`src/design/task_file_consts.svh`:
```
// Function
// RULE1: Fixed I/O blocks decode A2-A0; control codes 110, 111.
// RULE2: Both enables low: data register as one 16-bit word.
// RULE3: Low-lane byte pair at offset 0: even byte, then odd.
// RULE4: High-lane byte at offset 0 reaches error or feature.
// RULE5: Contiguous I/O decodes A3-A0 as the offset.
// RULE6: Contiguous I/O ignores address lines above A3.
// RULE7: Memory mode, A10 low, decodes A3-A0 likewise.
// RULE8: Window 400h-7FFh: even to offset 8, odd to 9.
// RULE9: Repeated bytes at 8 or 0 alternate even, odd.
// RULE10: Repeated words at 8, 9, 0 move consecutive words.
// RULE11: Byte at 9 is the odd byte; no repeated 9 bytes.
// RULE12: Word at offset 8: even byte low, odd high.
// RULE13: Aliases are a sequential FIFO, never random access.
// RULE14: Native mode decodes task select, control select and DMA grant.
// RULE15: Odd registers answer at even address on upper lane; in the I/O modes the code answers this way only at offsets 0 and 8.
// RULE16: Native: data 16 bit unless 8-bit feature; others 8 bit. The code keeps DMA grant cycles 16 bit even with the 8-bit feature.
// RULE17: Data is 8 bits in the long-command extension; the code keeps DMA cycles and card modes 16 bit.
// RULE18: Error bits 7,6,4,2,0 are flags; 5,3,1 read zero.
// RULE19: Sector count zero means 256 sectors.
// RULE20: Sector count zero after success, remaining sectors after failure.
// RULE21: In logical mode sector and cylinders give bits 23-0.
// RULE22: Drive/head bits 7,5 read one; bit 6 logical, bit 4 drive, 3-0 head.
// RULE23: Status read clears pending interrupt; alternate read does not.
// RULE24: Drive address: inverted head, write flag, active-low drives.
// RULE25: Writes at drive address offset are ignored.
// RULE26: Offsets A, B and C change nothing and read undefined.
`ifndef TASK_FILE_CONSTS_SVH
`define TASK_FILE_CONSTS_SVH
`define OFS_DATA        4'h0
`define OFS_ERROR       4'h1
`define OFS_COUNT       4'h2
`define OFS_SECTOR      4'h3
`define OFS_CYL_LOW     4'h4
`define OFS_CYL_HIGH    4'h5
`define OFS_DRIVE_HEAD  4'h6
`define OFS_STATUS      4'h7
`define OFS_DUP_EVEN    4'h8
`define OFS_DUP_ODD     4'h9
`define OFS_DUP_ERROR   4'hD
`define OFS_ALT_STATUS  4'hE
`define OFS_DRIVE_ADDR  4'hF
`define PRI_BLOCK       6'h1F
`define SEC_BLOCK       6'h17
`define PRI_CTRL_BLOCK  6'h3F
`define SEC_CTRL_BLOCK  6'h37
`define CTRL_ALT_CODE   3'h6
`define CTRL_DRV_CODE   3'h7
`define DH_ONES_MASK    8'hA0
`define DH_LBA_BIT      6
`define DH_DRV_BIT      4
`define STATUS_ERR_BIT  0
`define ERROR_USED_MASK 8'hD5
`define DCTL_IEN_N_BIT  1
`define DCTL_SRST_BIT   2
`define RESET_COUNT     8'h01
`define RESET_DH        8'hA0
`define RESET_STATUS    8'h50
`define UNDEF_READ      8'hFF
`endif

```
`src/design/task_file_pkg.sv`:
```
package task_file_pkg;
  typedef enum logic [1:0] {
    MODE_MEMORY  = 2'b00,
    MODE_IO_ANY  = 2'b01,
    MODE_IO_PRI  = 2'b10,
    MODE_IO_SEC  = 2'b11
  } card_mode_t;
  typedef struct packed {
    logic [15:0] data;
    logic        last;
  } buf_word_t;
  typedef struct packed {
    logic        hit;
    logic [3:0]  ofs;
    logic        wide;
    logic        upper;
  } decode_t;
endpackage : task_file_pkg

```
`src/design/task_file_address_decoder.sv`:
```
`timescale 1ns/100ps
`include "task_file_consts.svh"
module task_file_address_decoder
  import task_file_pkg::*;
(
  input  wire logic        clk,                    // 40 MHz clock.
  input  wire logic        rst_n,                  // Asynchronous reset, active low.
  input  wire logic        native_mode,            // High selects native disk mode.
  input  wire card_mode_t  card_mode,              // Card decode scheme.
  input  wire logic [10:0] addr,                   // Host address A10-A0.
  input  wire logic        attr_select_n,          // Attribute select, low for I/O.
  input  wire logic        low_byte_card_enable_n, // Low lane enable.
  input  wire logic        high_byte_card_enable_n,// High lane enable.
  input  wire logic        io_read_strobe_n,       // I/O read strobe.
  input  wire logic        io_write_strobe_n,      // I/O write strobe.
  input  wire logic        mem_read_strobe_n,      // Memory output enable.
  input  wire logic        mem_write_strobe_n,     // Memory write enable.
  input  wire logic        task_block_select_n,    // Native task select.
  input  wire logic        control_block_select_n, // Native control select.
  input  wire logic        dma_grant_n,            // Native DMA acknowledge.
  input  wire logic [15:0] host_data_in,           // Host write data.
  output logic      [15:0] host_data_out,          // Read data.
  output logic      [1:0]  host_data_oe,           // Lane drive enables, bit 1 high lane.
  output logic             wide_io_indicator_n,    // Low when a card I/O mode cycle hits the data register; stays high in native mode.
  input  wire logic        fill_valid,             // Card buffer word offered.
  input  wire logic [15:0] fill_data,              // Card buffer word.
  output logic             fill_ready,             // Buffer accepts a word.
  output logic             drain_valid,            // Host-written word available.
  output logic      [15:0] drain_data,             // Host-written word.
  input  wire logic        drain_ready,            // Card takes the word.
  input  wire logic        eight_bit_data,         // Set-feature 8-bit PIO.
  input  wire logic        long_extension,         // Long command extended bytes.
  input  wire logic        write_in_progress_n,    // Low while writing media.
  input  wire logic        cmd_done,               // Command finished pulse.
  input  wire logic        cmd_ok,                 // Finished without error.
  input  wire logic [7:0]  sectors_left,           // Remaining sectors on failure.
  input  wire logic [7:0]  status_in,              // Card status byte.
  input  wire logic [7:0]  error_in,               // Card error flags.
  input  wire logic        intr_event,             // Card interrupt request pulse.
  output logic             intr_pending,           // Pending interrupt.
  output logic             command_strobe,         // Command written pulse.
  output logic      [7:0]  command_code,           // Last command written.
  output logic      [7:0]  feature_select,         // Feature register.
  output logic      [7:0]  sector_count,           // Sector count, zero means 256.
  output logic      [27:0] block_address,          // Start sector/cylinder or logical.
  output logic             logical_addressing_select, // Logical block mode.
  output logic             drive_number_select,    // Drive 0 or 1.
  output logic      [7:0]  device_control          // Device control register.
);

  // ==========================================================================
  // Input synchronisers
  // ==========================================================================
  logic [22:0] sync1, sync2;
  logic [15:0] din1, din2;

  // Every host bus pin passes two flip-flops before any logic looks at it.
  always_ff @(posedge clk or negedge rst_n) begin
    if (!rst_n) begin
      sync1 <= 23'h7FFFFF;
      sync2 <= 23'h7FFFFF;
      din1  <= 16'h0000;
      din2  <= 16'h0000;
    end else begin
      sync1 <= {addr, attr_select_n, low_byte_card_enable_n, high_byte_card_enable_n,
                io_read_strobe_n, io_write_strobe_n, mem_read_strobe_n,
                mem_write_strobe_n, task_block_select_n, control_block_select_n,
                dma_grant_n, 2'b11};
      sync2 <= sync1;
      din1  <= host_data_in;
      din2  <= din1;
    end
  end

  logic [10:0] a;
  logic        reg_n, ce1_n, ce2_n, io_read_strobe_n_n, io_write_strobe_n_n, oe_n, we_n, cs0_n, cs1_n, dack_n;
  assign {a, reg_n, ce1_n, ce2_n, io_read_strobe_n_n, io_write_strobe_n_n, oe_n, we_n, cs0_n, cs1_n, dack_n} =
    sync2[22:2];

  // ==========================================================================
  // Address decode
  // ==========================================================================
  // Steers lanes for a card-mode offset.
  function automatic decode_t card_decode(input logic [3:0] ofs, input logic low_n,
                                          input logic high_n, input logic is_io);
    decode_t d;
    d.hit   = 1'b1;
    d.ofs   = ofs;
    d.wide  = !low_n && !high_n;
    d.upper = 1'b0;
    if (low_n && !high_n && !ofs[0]) begin
      d.upper = 1'b1;                            // RULE15
      d.ofs   = (ofs == `OFS_DATA) ? `OFS_ERROR : ofs | 4'h1; // RULE4
      if (is_io && ofs != `OFS_DATA && !(ofs == `OFS_DUP_EVEN)) d.hit = 1'b0;
    end
    if (low_n && high_n) d.hit = 1'b0;
    return d;
  endfunction : card_decode

  decode_t dec;
  logic    rd_req, wr_req, is_io_cycle;

  // Picks the register for the current cycle in the active decode scheme.
  always_comb begin
    dec         = '0;
    rd_req      = 1'b0;
    wr_req      = 1'b0;
    is_io_cycle = 1'b0;
    if (native_mode) begin
      rd_req = !io_read_strobe_n_n;
      wr_req = !io_write_strobe_n_n;
      if (cs1_n && !cs0_n) begin
        dec.hit = 1'b1;                          // RULE14
        dec.ofs = {1'b0, a[2:0]};
      end else if (cs1_n && cs0_n && !dack_n) begin
        dec.hit = 1'b1;                          // RULE14
        dec.ofs = `OFS_DATA;
      end else if (!cs1_n && cs0_n && a[2:0] == `CTRL_ALT_CODE) begin
        dec.hit = 1'b1;                          // RULE14
        dec.ofs = `OFS_ALT_STATUS;
      end
      dec.wide = dec.hit && dec.ofs == `OFS_DATA && !eight_bit_data && !long_extension
                 || (!dack_n && cs0_n);          // RULE16 RULE17
    end else if (!reg_n && card_mode != MODE_MEMORY) begin
      rd_req      = !io_read_strobe_n_n;
      wr_req      = !io_write_strobe_n_n;
      is_io_cycle = 1'b1;
      if (card_mode == MODE_IO_ANY) begin
        dec = card_decode(a[3:0], ce1_n, ce2_n, 1'b1);   // RULE5 RULE6
      end else if (!a[3] && a[9:4] == ((card_mode == MODE_IO_PRI) ? `PRI_BLOCK
                                                                  : `SEC_BLOCK)) begin
        dec = card_decode({1'b0, a[2:0]}, ce1_n, ce2_n, 1'b1); // RULE1
      end else if (!a[3] && a[2:1] == 2'b11 &&
                   a[9:4] == ((card_mode == MODE_IO_PRI) ? `PRI_CTRL_BLOCK
                                                         : `SEC_CTRL_BLOCK)) begin
        dec = card_decode({3'b111, a[0]}, ce1_n, ce2_n, 1'b1); // RULE1
      end
    end else if (reg_n && card_mode == MODE_MEMORY) begin
      rd_req = !oe_n;
      wr_req = !we_n;
      if (!a[10]) dec = card_decode(a[3:0], ce1_n, ce2_n, 1'b0);   // RULE7
      else dec = card_decode({3'b100, a[0]}, ce1_n, ce2_n, 1'b0);   // RULE8 RULE13
    end
  end

  // ==========================================================================
  // Access edge detection
  // ==========================================================================
  logic access_q;
  logic access_now;
  assign access_now = rd_req || wr_req;

  // An access is acted on once, at the leading edge of its strobe.
  always_ff @(posedge clk or negedge rst_n) begin
    if (!rst_n) access_q <= 1'b0;
    else        access_q <= access_now;
  end

  logic start, do_rd, do_wr, is_data;
  assign start   = access_now && !access_q && dec.hit;
  assign do_rd   = start && rd_req;
  assign do_wr   = start && wr_req && !rd_req;
  assign is_data = dec.ofs == `OFS_DATA || dec.ofs == `OFS_DUP_EVEN ||
                   dec.ofs == `OFS_DUP_ODD;

  // ==========================================================================
  // Read buffer: two-entry skid between card and host
  // ==========================================================================
  buf_word_t  rbuf [2];
  logic [1:0] rcnt;
  logic       rptr;
  logic       byte_phase;   // Low selects the even byte of the head word.
  logic       pop_rd;
  logic       byte_access;

  assign byte_access = !dec.wide;
  assign pop_rd = do_rd && is_data && rcnt != 2'd0 &&
                  (dec.wide || dec.ofs == `OFS_DUP_ODD || byte_phase);  // RULE10 RULE11

  // Words from the card enter; host reads leave in order.
  always_ff @(posedge clk or negedge rst_n) begin
    if (!rst_n) begin
      rcnt <= 2'd0;
      rptr <= 1'b0;
      rbuf[0] <= '0;
      rbuf[1] <= '0;
    end else begin
      if (fill_valid && rcnt != 2'd2) begin
        rbuf[rptr ^ rcnt[0]] <= '{data: fill_data, last: 1'b0};
      end
      if (pop_rd) rptr <= ~rptr;
      rcnt <= rcnt + {1'b0, fill_valid && rcnt != 2'd2} - {1'b0, pop_rd};  // RULE13
    end
  end

  // Even/odd byte step shared by reads and writes of the data port.
  always_ff @(posedge clk or negedge rst_n) begin
    if (!rst_n) begin
      byte_phase <= 1'b0;
    end else if (start && is_data) begin
      if (dec.wide) byte_phase <= 1'b0;                              // RULE10
      else if (dec.ofs == `OFS_DUP_ODD) byte_phase <= 1'b0;          // RULE11
      else byte_phase <= ~byte_phase;                                // RULE3 RULE9
    end
  end

  assign fill_ready = rcnt != 2'd2;

  // ==========================================================================
  // Write buffer: assembles bytes into words for the card
  // ==========================================================================
  logic [15:0] wbuf [2];
  logic [1:0]  wcnt;
  logic        wptr;
  logic [7:0]  even_hold;
  logic        push_wr;
  logic [15:0] push_word;

  assign push_wr = do_wr && is_data && wcnt != 2'd2 &&
                   (dec.wide || dec.ofs == `OFS_DUP_ODD || byte_phase);
  assign push_word = dec.wide ? din2 :
                     {(dec.upper ? din2[15:8] : din2[7:0]), even_hold};      // RULE12

  // Host words enter; the card drains and may stall.
  always_ff @(posedge clk or negedge rst_n) begin
    if (!rst_n) begin
      wcnt      <= 2'd0;
      wptr      <= 1'b0;
      even_hold <= 8'h00;
      wbuf[0]   <= 16'h0000;
      wbuf[1]   <= 16'h0000;
    end else begin
      if (do_wr && is_data && byte_access && !byte_phase && dec.ofs != `OFS_DUP_ODD)
        even_hold <= din2[7:0];                                         // RULE3
      if (push_wr) wbuf[wptr ^ wcnt[0]] <= push_word;                    // RULE2
      if (drain_valid && drain_ready) wptr <= ~wptr;
      wcnt <= wcnt + {1'b0, push_wr} - {1'b0, drain_valid && drain_ready};
    end
  end

  // Head of the write buffer is registered toward the card.
  always_ff @(posedge clk or negedge rst_n) begin
    if (!rst_n) begin
      drain_valid <= 1'b0;
      drain_data  <= 16'h0000;
    end else begin
      drain_valid <= wcnt != 2'd0 && !(drain_valid && drain_ready && wcnt == 2'd1);
      drain_data  <= (drain_valid && drain_ready) ? wbuf[~wptr] : wbuf[wptr];
    end
  end

  // ==========================================================================
  // Task file registers
  // ==========================================================================
  logic [7:0] wbyte;
  assign wbyte = dec.upper ? din2[15:8] : din2[7:0];

  // Host writes load the task file; the card updates the count on completion.
  always_ff @(posedge clk or negedge rst_n) begin
    if (!rst_n) begin
      feature_select <= 8'h00;
      sector_count   <= `RESET_COUNT;
      block_address  <= 28'h0000000;
      logical_addressing_select <= 1'b0;
      drive_number_select <= 1'b0;
      device_control <= 8'h00;
      command_code   <= 8'h00;
      command_strobe <= 1'b0;
    end else begin
      command_strobe <= 1'b0;
      if (cmd_done) sector_count <= cmd_ok ? 8'h00 : sectors_left;      // RULE20
      if (do_wr) begin
        case (dec.ofs)
          `OFS_ERROR, `OFS_DUP_ERROR: feature_select <= wbyte;
          `OFS_COUNT:      sector_count <= wbyte;                       // RULE19
          `OFS_SECTOR:     block_address[7:0]   <= wbyte;               // RULE21
          `OFS_CYL_LOW:    block_address[15:8]  <= wbyte;               // RULE21
          `OFS_CYL_HIGH:   block_address[23:16] <= wbyte;               // RULE21
          `OFS_DRIVE_HEAD: begin
            block_address[27:24]      <= wbyte[3:0];                    // RULE22
            logical_addressing_select <= wbyte[`DH_LBA_BIT];
            drive_number_select       <= wbyte[`DH_DRV_BIT];
          end
          `OFS_STATUS: begin
            command_code   <= wbyte;
            command_strobe <= 1'b1;
          end
          `OFS_ALT_STATUS: device_control <= wbyte;
          default: ;                                                    // RULE25 RULE26
        endcase
      end
    end
  end

  // Pending interrupt: a new request wins over a clearing status read.
  always_ff @(posedge clk or negedge rst_n) begin
    if (!rst_n) intr_pending <= 1'b0;
    else if (intr_event) intr_pending <= 1'b1;
    else if (do_rd && dec.ofs == `OFS_STATUS) intr_pending <= 1'b0;     // RULE23
  end

  // ==========================================================================
  // Read data path
  // ==========================================================================
  logic [7:0]  rbyte;
  logic [15:0] head;
  assign head = rbuf[rptr].data;

  // Selects the byte a register read returns.
  always_comb begin
    case (dec.ofs)
      `OFS_DATA, `OFS_DUP_EVEN: rbyte = byte_phase ? head[15:8] : head[7:0];   // RULE9
      `OFS_DUP_ODD:    rbyte = head[15:8];                                     // RULE11
      `OFS_ERROR, `OFS_DUP_ERROR: rbyte = error_in & `ERROR_USED_MASK;         // RULE18
      `OFS_COUNT:      rbyte = sector_count;
      `OFS_SECTOR:     rbyte = block_address[7:0];
      `OFS_CYL_LOW:    rbyte = block_address[15:8];
      `OFS_CYL_HIGH:   rbyte = block_address[23:16];
      `OFS_DRIVE_HEAD: rbyte = `DH_ONES_MASK | {1'b0, logical_addressing_select, 1'b0,
                                drive_number_select, block_address[27:24]};    // RULE22
      `OFS_STATUS, `OFS_ALT_STATUS: rbyte = status_in;                         // RULE23
      `OFS_DRIVE_ADDR: rbyte = {1'b1, write_in_progress_n, ~block_address[27:24],
                                ~drive_number_select, drive_number_select};    // RULE24
      default:         rbyte = `UNDEF_READ;                                    // RULE26
    endcase
  end

  // Read data and lane enables are registered for the whole strobe.
  always_ff @(posedge clk or negedge rst_n) begin
    if (!rst_n) begin
      host_data_out       <= 16'h0000;
      host_data_oe        <= 2'b00;
      wide_io_indicator_n <= 1'b1;
    end else begin
      wide_io_indicator_n <= !(is_io_cycle && dec.hit && is_data);
      if (!(rd_req && dec.hit)) begin
        host_data_oe <= 2'b00;
      end else if (start) begin
        if (dec.wide && is_data) begin
          host_data_out <= head;                                        // RULE2 RULE12
          host_data_oe  <= 2'b11;
        end else if (dec.upper) begin
          host_data_out <= {rbyte, 8'h00};                              // RULE4 RULE15
          host_data_oe  <= 2'b10;
        end else begin
          host_data_out <= {8'h00, rbyte};
          host_data_oe  <= 2'b01;
        end
      end
    end
  end

endmodule : task_file_address_decoder

```
`config.mk`:
```
export PLATFORM = sky130hd
export DESIGN_NAME = task_file_address_decoder
export DESIGN_NICKNAME = d
export VERILOG_FILES = /design/src/design/task_file_pkg.sv /design/src/design/task_file_address_decoder.sv
export VERILOG_INCLUDE_DIRS = /design/src /design/src/design
export SDC_FILE = /design/constraint.sdc
export NUM_CORES = 1
export LEC_CHECK = 0
export ABC_AREA = 1
export BUFFER_PORTS_ARGS = -buffer_cell sky130_fd_sc_hd__buf_4
export CORE_ASPECT_RATIO = 0.9
export CORE_UTILIZATION = 49
export CTS_CLUSTER_SIZE = 30
export DETAILED_ROUTE_END_ITERATION = 10
export PLACE_DENSITY = 0.81
export SYNTH_ARGS = -nofsm -noshare
export SYNTH_HDL_FRONTEND = slang
export SYNTH_SLANG_ARGS = --single-unit
```
`constraint.sdc`:
```
create_clock -name clk -period 2.5 [get_ports clk]
set_input_delay 0.375 -clock clk [delete_from_list [all_inputs] [get_ports clk]]
set_output_delay 0.375 -clock clk [all_outputs]
set_load 0.01 [all_outputs]
```
### Word-level counts from Yosys, hierarchy flattened

Cells that the tools add are included.

* register bits after elaboration: 256
* bits in writable memories: 0
* memory bits (read-only): 0
* memories: 0
* latch bits: 0
* output and inout bits: 101
* input bits: 90

* magnitude comparators: 7
* mux-type cells: 72
* reductions and logical operators: 94
* multipliers: 0
* shift operators: 0
* bitwise operators: 12
* add/sub/neg operators: 4
* equal/unequal tests: 24
* div/mod/pow operators: 0

Operator list (count)
* 16-bit two-way mux: 11
* 8-bit one-hot mux with 10 select lines: 1
* 17-bit two-way mux: 4
* 8-bit two-way mux: 6
* 1-bit logical AND: 45
* 5-bit two-way mux: 7
* 7-bit two-way mux: 5
* 34-bit bitwise mux: 1
* 32-bit bitwise mux: 1
* 4-bit equality test (second input constant): 6
* 1-bit two-way mux: 23
* 1-bit zero test: 21
* 17-bit demux with 1-bit select: 1
* 16-bit demux with 1-bit select: 1
* 4-bit by 3-bit equality test with 1-bit output (second input constant): 4
* 4-bit two-way mux: 4
* 2-bit AND reduction: 8
* 4-bit zero test: 3
* 6-bit two-way mux: 2
* 2-bit greater-or-equal comparator (second input constant): 5
* 1-bit NOT with 2-bit output: 5
* 4-bit by 2-bit equality test with 1-bit output (second input constant): 2
* 2-bit two-way mux: 4
* 2-bit nonzero test: 4
* 21 further kinds: 39

### Logic depth before layout (Yosys ltp)

* depth after elaboration: 21
* mapped depth: 21
* depth with buffers taken out: 21

### Worst setup path after synthesis

Ideal clock, no wire load.

* path kind: register to register
* from: register sync2[14]
* to: register wcnt[1]
* data required time: 2.371 ns
* library setup time: 0.129 ns
* clock period less this slack: 2.720 ns
* stages on the path, launching flop included: 19
* data arrival time: 2.591 ns
* buffers on the path: 0
* path slack: -0.220 ns
* path through: dfstp_2 -> nand2_1 -> nor2_1 -> nand3_1 -> nand3_1 -> nand2_1 -> nand2_1 -> nand2_1 -> nand2_2 -> nand3_2 -> nand2_1 -> o21ai_1 -> nor2_4 -> inv_1 -> ha_1 -> inv_1 -> ha_1 -> xnor2_1 -> xor2_1

* cells in the longest elaborated chain, start to end: 17
* elaborated cells on any way between the ends: 52

RTL lines
* from (decl): line task_file_address_decoder.sv:54 `logic [22:0] sync1, sync2;`
* from (signal assigned): line task_file_address_decoder.sv:69 `sync2 <= sync1;`
* 3-bit equality test (no line) / 4-bit equality test (equally long branches)
* 1-bit logical AND (no line) / 1-bit zero test (equally long branches)
* 5-bit two-way mux / 1-bit logical AND (equally long branches): line task_file_address_decoder.sv:118, task_file_address_decoder.sv:94
* 5-bit two-way mux / 1-bit two-way mux (equally long branches): line task_file_address_decoder.sv:115, task_file_address_decoder.sv:94
* 5-bit two-way mux, on equally long branches: line task_file_address_decoder.sv:112, task_file_address_decoder.sv:91
* 5-bit two-way mux / 1-bit two-way mux (equally long branches): line task_file_address_decoder.sv:109, task_file_address_decoder.sv:96
* 4-bit zero test (no line) / 7-bit two-way mux (equally long branches)
* 1-bit logical AND (no line) / 7-bit two-way mux (equally long branches)
* 1-bit logical AND / 6-bit two-way mux (equally long branches): line task_file_address_decoder.sv:122, task_file_address_decoder.sv:109
* 1-bit logical AND, on equally long branches: line task_file_address_decoder.sv:122, task_file_address_decoder.sv:160
* 1-bit logical OR / 1-bit logical AND (equally long branches): line task_file_address_decoder.sv:122, task_file_address_decoder.sv:162
* 6-bit two-way mux (*): line task_file_address_decoder.sv:109 `if (native_mode) begin`
* 1-bit logical OR (no line) / 1-bit logical AND (equally long branches)
* 1-bit logical OR / 1-bit logical AND (equally long branches): line task_file_address_decoder.sv:220, task_file_address_decoder.sv:219
* 1-bit logical AND (*): line task_file_address_decoder.sv:219 `assign push_wr = do_wr && is_data && wcnt != 2'd2 &&`
* 2-bit by 1-bit adder with 2-bit output (*): line task_file_address_decoder.sv:237 `wcnt <= wcnt + {1'b0, push_wr} - {1'b0, drain_valid && drain_ready};`
* 2-bit by 1-bit subtractor with 2-bit output (*): line task_file_address_decoder.sv:237
* to (signal assigned): line task_file_address_decoder.sv:237
* to (decl): line task_file_address_decoder.sv:213 `logic [1:0] wcnt;`

Mark *: on every way between the ends. The rest lies on a longest branch, timed or not. The select of a mux whose other input is x is not followed.
A chain may end at the register's enable or synchronous reset.

### Worst setup path in the final report

* from: register sync2[19]
* to: register wcnt[1]

* cells in the longest elaborated chain, start to end: 15
* elaborated cells on any way between the ends: 24

RTL lines
* 6-bit equality test: line task_file_address_decoder.sv:134 `` a[9:4] == ((card_mode == MODE_IO_PRI) ? `PRI_CTRL_BLOCK ``
* 1-bit logical AND: line task_file_address_decoder.sv:133 `end else if (!a[3] && a[2:1] == 2'b11 &&`
* 7-bit two-way mux: line task_file_address_decoder.sv:133
* 7-bit two-way mux (*): line task_file_address_decoder.sv:130 `` end else if (!a[3] && a[9:4] == ((card_mode == MODE_IO_PRI) ? `PRI_BLOCK ``
* 7-bit two-way mux (*): line task_file_address_decoder.sv:128 `if (card_mode == MODE_IO_ANY) begin`
* 7-bit two-way mux (*): line task_file_address_decoder.sv:124 `end else if (!reg_n && card_mode != MODE_MEMORY) begin`
* 6-bit two-way mux (*): line task_file_address_decoder.sv:109
* 4-bit equality test, or another cell as far along
* 1-bit logical OR (no line) / 1-bit logical AND (equally long branches) (2 in series)
* 1-bit logical AND (2 in series): line task_file_address_decoder.sv:219
* 1-bit logical AND (*): line task_file_address_decoder.sv:219
* 2-bit by 1-bit adder with 2-bit output (*): line task_file_address_decoder.sv:237
* 2-bit by 1-bit subtractor with 2-bit output (*): line task_file_address_decoder.sv:237

Mark *: on every way between the ends. The rest lies on a longest branch, timed or not.

==> flow_metrics.py <==
metrics = {
    "setup_path": {
        "crit_arrival_ns": 3.06,
        "cp_max_fo": 3,
        "startpoint_type": "register",
        "cp-end-kind": "register",
        "crit_type": "register to register",
        "cp_data_required_time_ns": 2.91,
    },
    "die": {
        "ios": 191,
        "die_area_um2": 22900,
        "die_w_um": 159,
        "coreArea_um2": 21700,
        "floorplan.initialDensity_pct": 50.3,
        "fp-row-count": 51,
        "die_h_um": 144,
    },
    "grt": {
        "grt_pass1_wl_um": 50000,
        "grt_pass1_vias": 9554,
        "antenna_found_initial": 0,
        "grt_overflow_total": 0,
        "grt_max_degree": 69,
        "track_usage_pct": 28.2,
    },
    "yosys": {
        "synth_edf_count": 0,
        "synth.distinct_cells": 37,
        "synth.top_cells.by_area": "dfrtp_1 (48%), nand2_1 (11%), dfstp_2 (11%)",
        "netlist_instances": 1209,
        "ys_ff_latch": 254,
        "synth.cell_area_um2": 10900,
        "synth_top_area_cell": "dfrtp_1",
        "avgSynthCellArea_um2": 9.02,
        "synthFlopType": "dfrtp_1",
        "synth-warning-count": 0,
        "async_flop_share_pct": 100,
        "yosysSeqAreaShare_pct": 58.8,
        "synth_top_area_share_pct": 48.2,
        "syn_nets": 1303,
    },
    "power_and_ir_drop": {
        "total_power_w": 0.0142,
        "powerDensity_nw_per_um2": 894,
        "ir_worst_vdd_mv": 0.610,
        "p_leak_nw": 8.00,
    },
    "placement": {
        "hpwl_um": 21800,
        "routabilityCongestion": 0.945,
        "dp_cells": 1747,
        "portBuffers": 187,
    },
    "clock_network": {
        "clk_pin_slew_ns": 0.07,
        "clock-sinks": 254,
        "cts_tree": "built",
        "numCtsBuffers": 26,
        "htree_num_levels": 1,
        "clock-root-buffer": "clkbuf_16",
        "clk-insertion-delay-late_ns": 0.54,
        "cts_buffer_depth": 3,
    },
    "run_status": {
        "failed_checks": "setup timing",
        "status": "complete, but fails checks",
    },
    "routing": {
        "wire_per_inst_um": 18.3,
        "routed_wl_um": 34200,
        "first_pass_iters": 7,
        "antenna_left": 0,
        "vias": 10000,
        "drc": 0,
        "vias_per_cell": 5.37,
        "drt_iter0_markers": 924,
    },
    "hold_path": {
        "min_path_type": "input port to register",
    },
    "cells_and_area": {
        "drive_above_1_share_pct": 37.9,
        "instances_no_fill": 1864,
        "antenna_cells": 0,
        "layout_common_cells": "nand2_1 (275), buf_4 (271), dfrtp_1 (210)",
        "fin_nets": 1647,
        "mostFrequentLayoutCell": "nand2_1",
        "areaGrowthSynthToFinish_pct": 45.3,
    },
    "sta": {
        "rsz0062_at_grt": "yes",
        "worstMarginPinSlew_ns": 0.562,
        "relSlewSlack_pct": 62.6,
        "skew_ns": 0.0205,
        "timing.final.crit_share_pct": 106,
        "hold_viol": 0,
        "finalSetupViolCount": 29,
        "period_minus_slack_ns": 2.65,
        "setup_ws_ns": -0.155,
        "drv_slew": 0,
        "max_freq_ghz": 0.377,
    },
    "run": {
        "maxCapViolations": 0,
    },
}
## synthesized netlist by cell type, types with 2 or more instances
cell type,n
a21boi_0,4
a21boi_1,8
a21oi_1,42
a31oi_1,3
buf_2,15
clkbuf_1,22
clkinv_1,3
dfrtp_1,210
dfstp_2,44
ha_1,4
inv_1,134
inv_2,6
mux2_2,16
mux2i_1,8
nand2_1,322
nand2_2,8
nand3_1,61
nand3_2,2
nand4_1,11
nor2_1,76
nor2_2,6
nor2_4,4
nor3_1,3
o211ai_1,8
o21a_1,8
o21ai_0,83
o21ai_1,57
o22ai_1,2
o31ai_1,8
or2_2,18
xnor2_1,6
xor2_1,2
## registers in the layout (all words and copies together), names as in the netlist, 16 cells and up
signal / count
rbuf: 32
wbuf: 32
block_address: 28
sync1: 21
sync2: 21
din1: 16
din2: 16
drain_data: 16
host_data_out: 16
## logic make-up (layout without fill, tap and decap cells)
group | Yosys count | count (layout) | share of synthesized area [%]
AND/OR/NAND/NOR | 513 | 513 | 20.0
flip-flops | 254 | 254 | 58.8
XOR/XNOR | 8 | 8 | 0.643
multiplexers | 24 | 24 | 2.39
buffers and inverters | 182 | 546 | 6.47
adder cells (fa/ha/maj) | 4 | 4 | 0.459
AO/OA/AOI/OAI | 224 | 224 | 11.3
## final timing paths
path                             from              end  slack (ns)  depth (start not counted)
hold reg to reg              din1[13]         din2[13]        0.34                          0
hold / removal             intr_event     intr_pending        0.05                          3
min in group asynchronous       rst_n  command_code[3]        0.39                          2
max in group asynchronous       rst_n        sync1[10]        1.33                          3
setup / recovery            sync2[19]          wcnt[1]       -0.15                         18
setup reg to reg            sync2[19]          wcnt[1]       -0.15                         18
## critical path: stages, from the launching register on
cell and delay (ns):
dfstp_2 0.56, nand3_4 0.09, nand2_4 0.10, nand3_2 0.09
nor2_1 0.11, o21ai_1 0.07, o21ai_1 0.17, nand3_1 0.13
nor2_2 0.16, nand2_4 0.08, inv_4 0.07, nand2_4 0.05
nor2_4 0.09, inv_2 0.05, ha_4 0.25, inv_2 0.04
ha_4 0.15, xnor2_2 0.13, xor2_1 0.16
## through the flow
stage	worst slack, ns	setup TNS, ns	hold slack [ns]	util, %	area, µm²
global route	-0.297	-9.58	0.0510	73.0	15800
CTS	-0.141	-0.455	0.0342	69.6	15100
global placement	-0.242	-1.10	0.333	62.0	13500
finish	-0.155	-1.30	0.0457	73.0	15800
floorplan	-0.181	-0.181	0.0794	-	10900
detailed placement	-0.331	-5.51	0.337	62.0	13500
## repair_timing
action,4_1_cts,5_1_grt
cloned,2,8
hold buffers,38,0
buffers inserted,11,13
setup endpoints to repair,28,122
endpoints found under the hold margin,102,0
pin swaps,28,36
resized for setup,58,163
## layout make-up
type	instances	area, µm²
flip-flops and latches	254	6410
fillers	1410	5860
repair buffers	355	3180
inverters	143	551
well taps	291	364
clock inverters	8	98.8
clock buffers	40	806
multi-input cells	773	4430
## power by group
group | total [W] | internal (W) | switching, W
combinational | 0.00437 | 0.00191 | 0.00246
sequential | 0.00574 | 0.00508 | 0.000664
clock | 0.00405 | 0.00243 | 0.00162
## metal layers
metal | global-route usage, % | vias up | share of wire, % | routed length (µm)
met2 | 46.4 | 561 | 47 | 16100
met5 | 0 | - | 0 | 0
met4 | 11.2 | 0 | 4.5 | 1550
met3 | 5.54 | 114 | 8.7 | 2990
li1 | - | 4564 | - | -
met1 | 37.1 | 4763 | 40 | 13500
(Power assumes the default switching activity.)
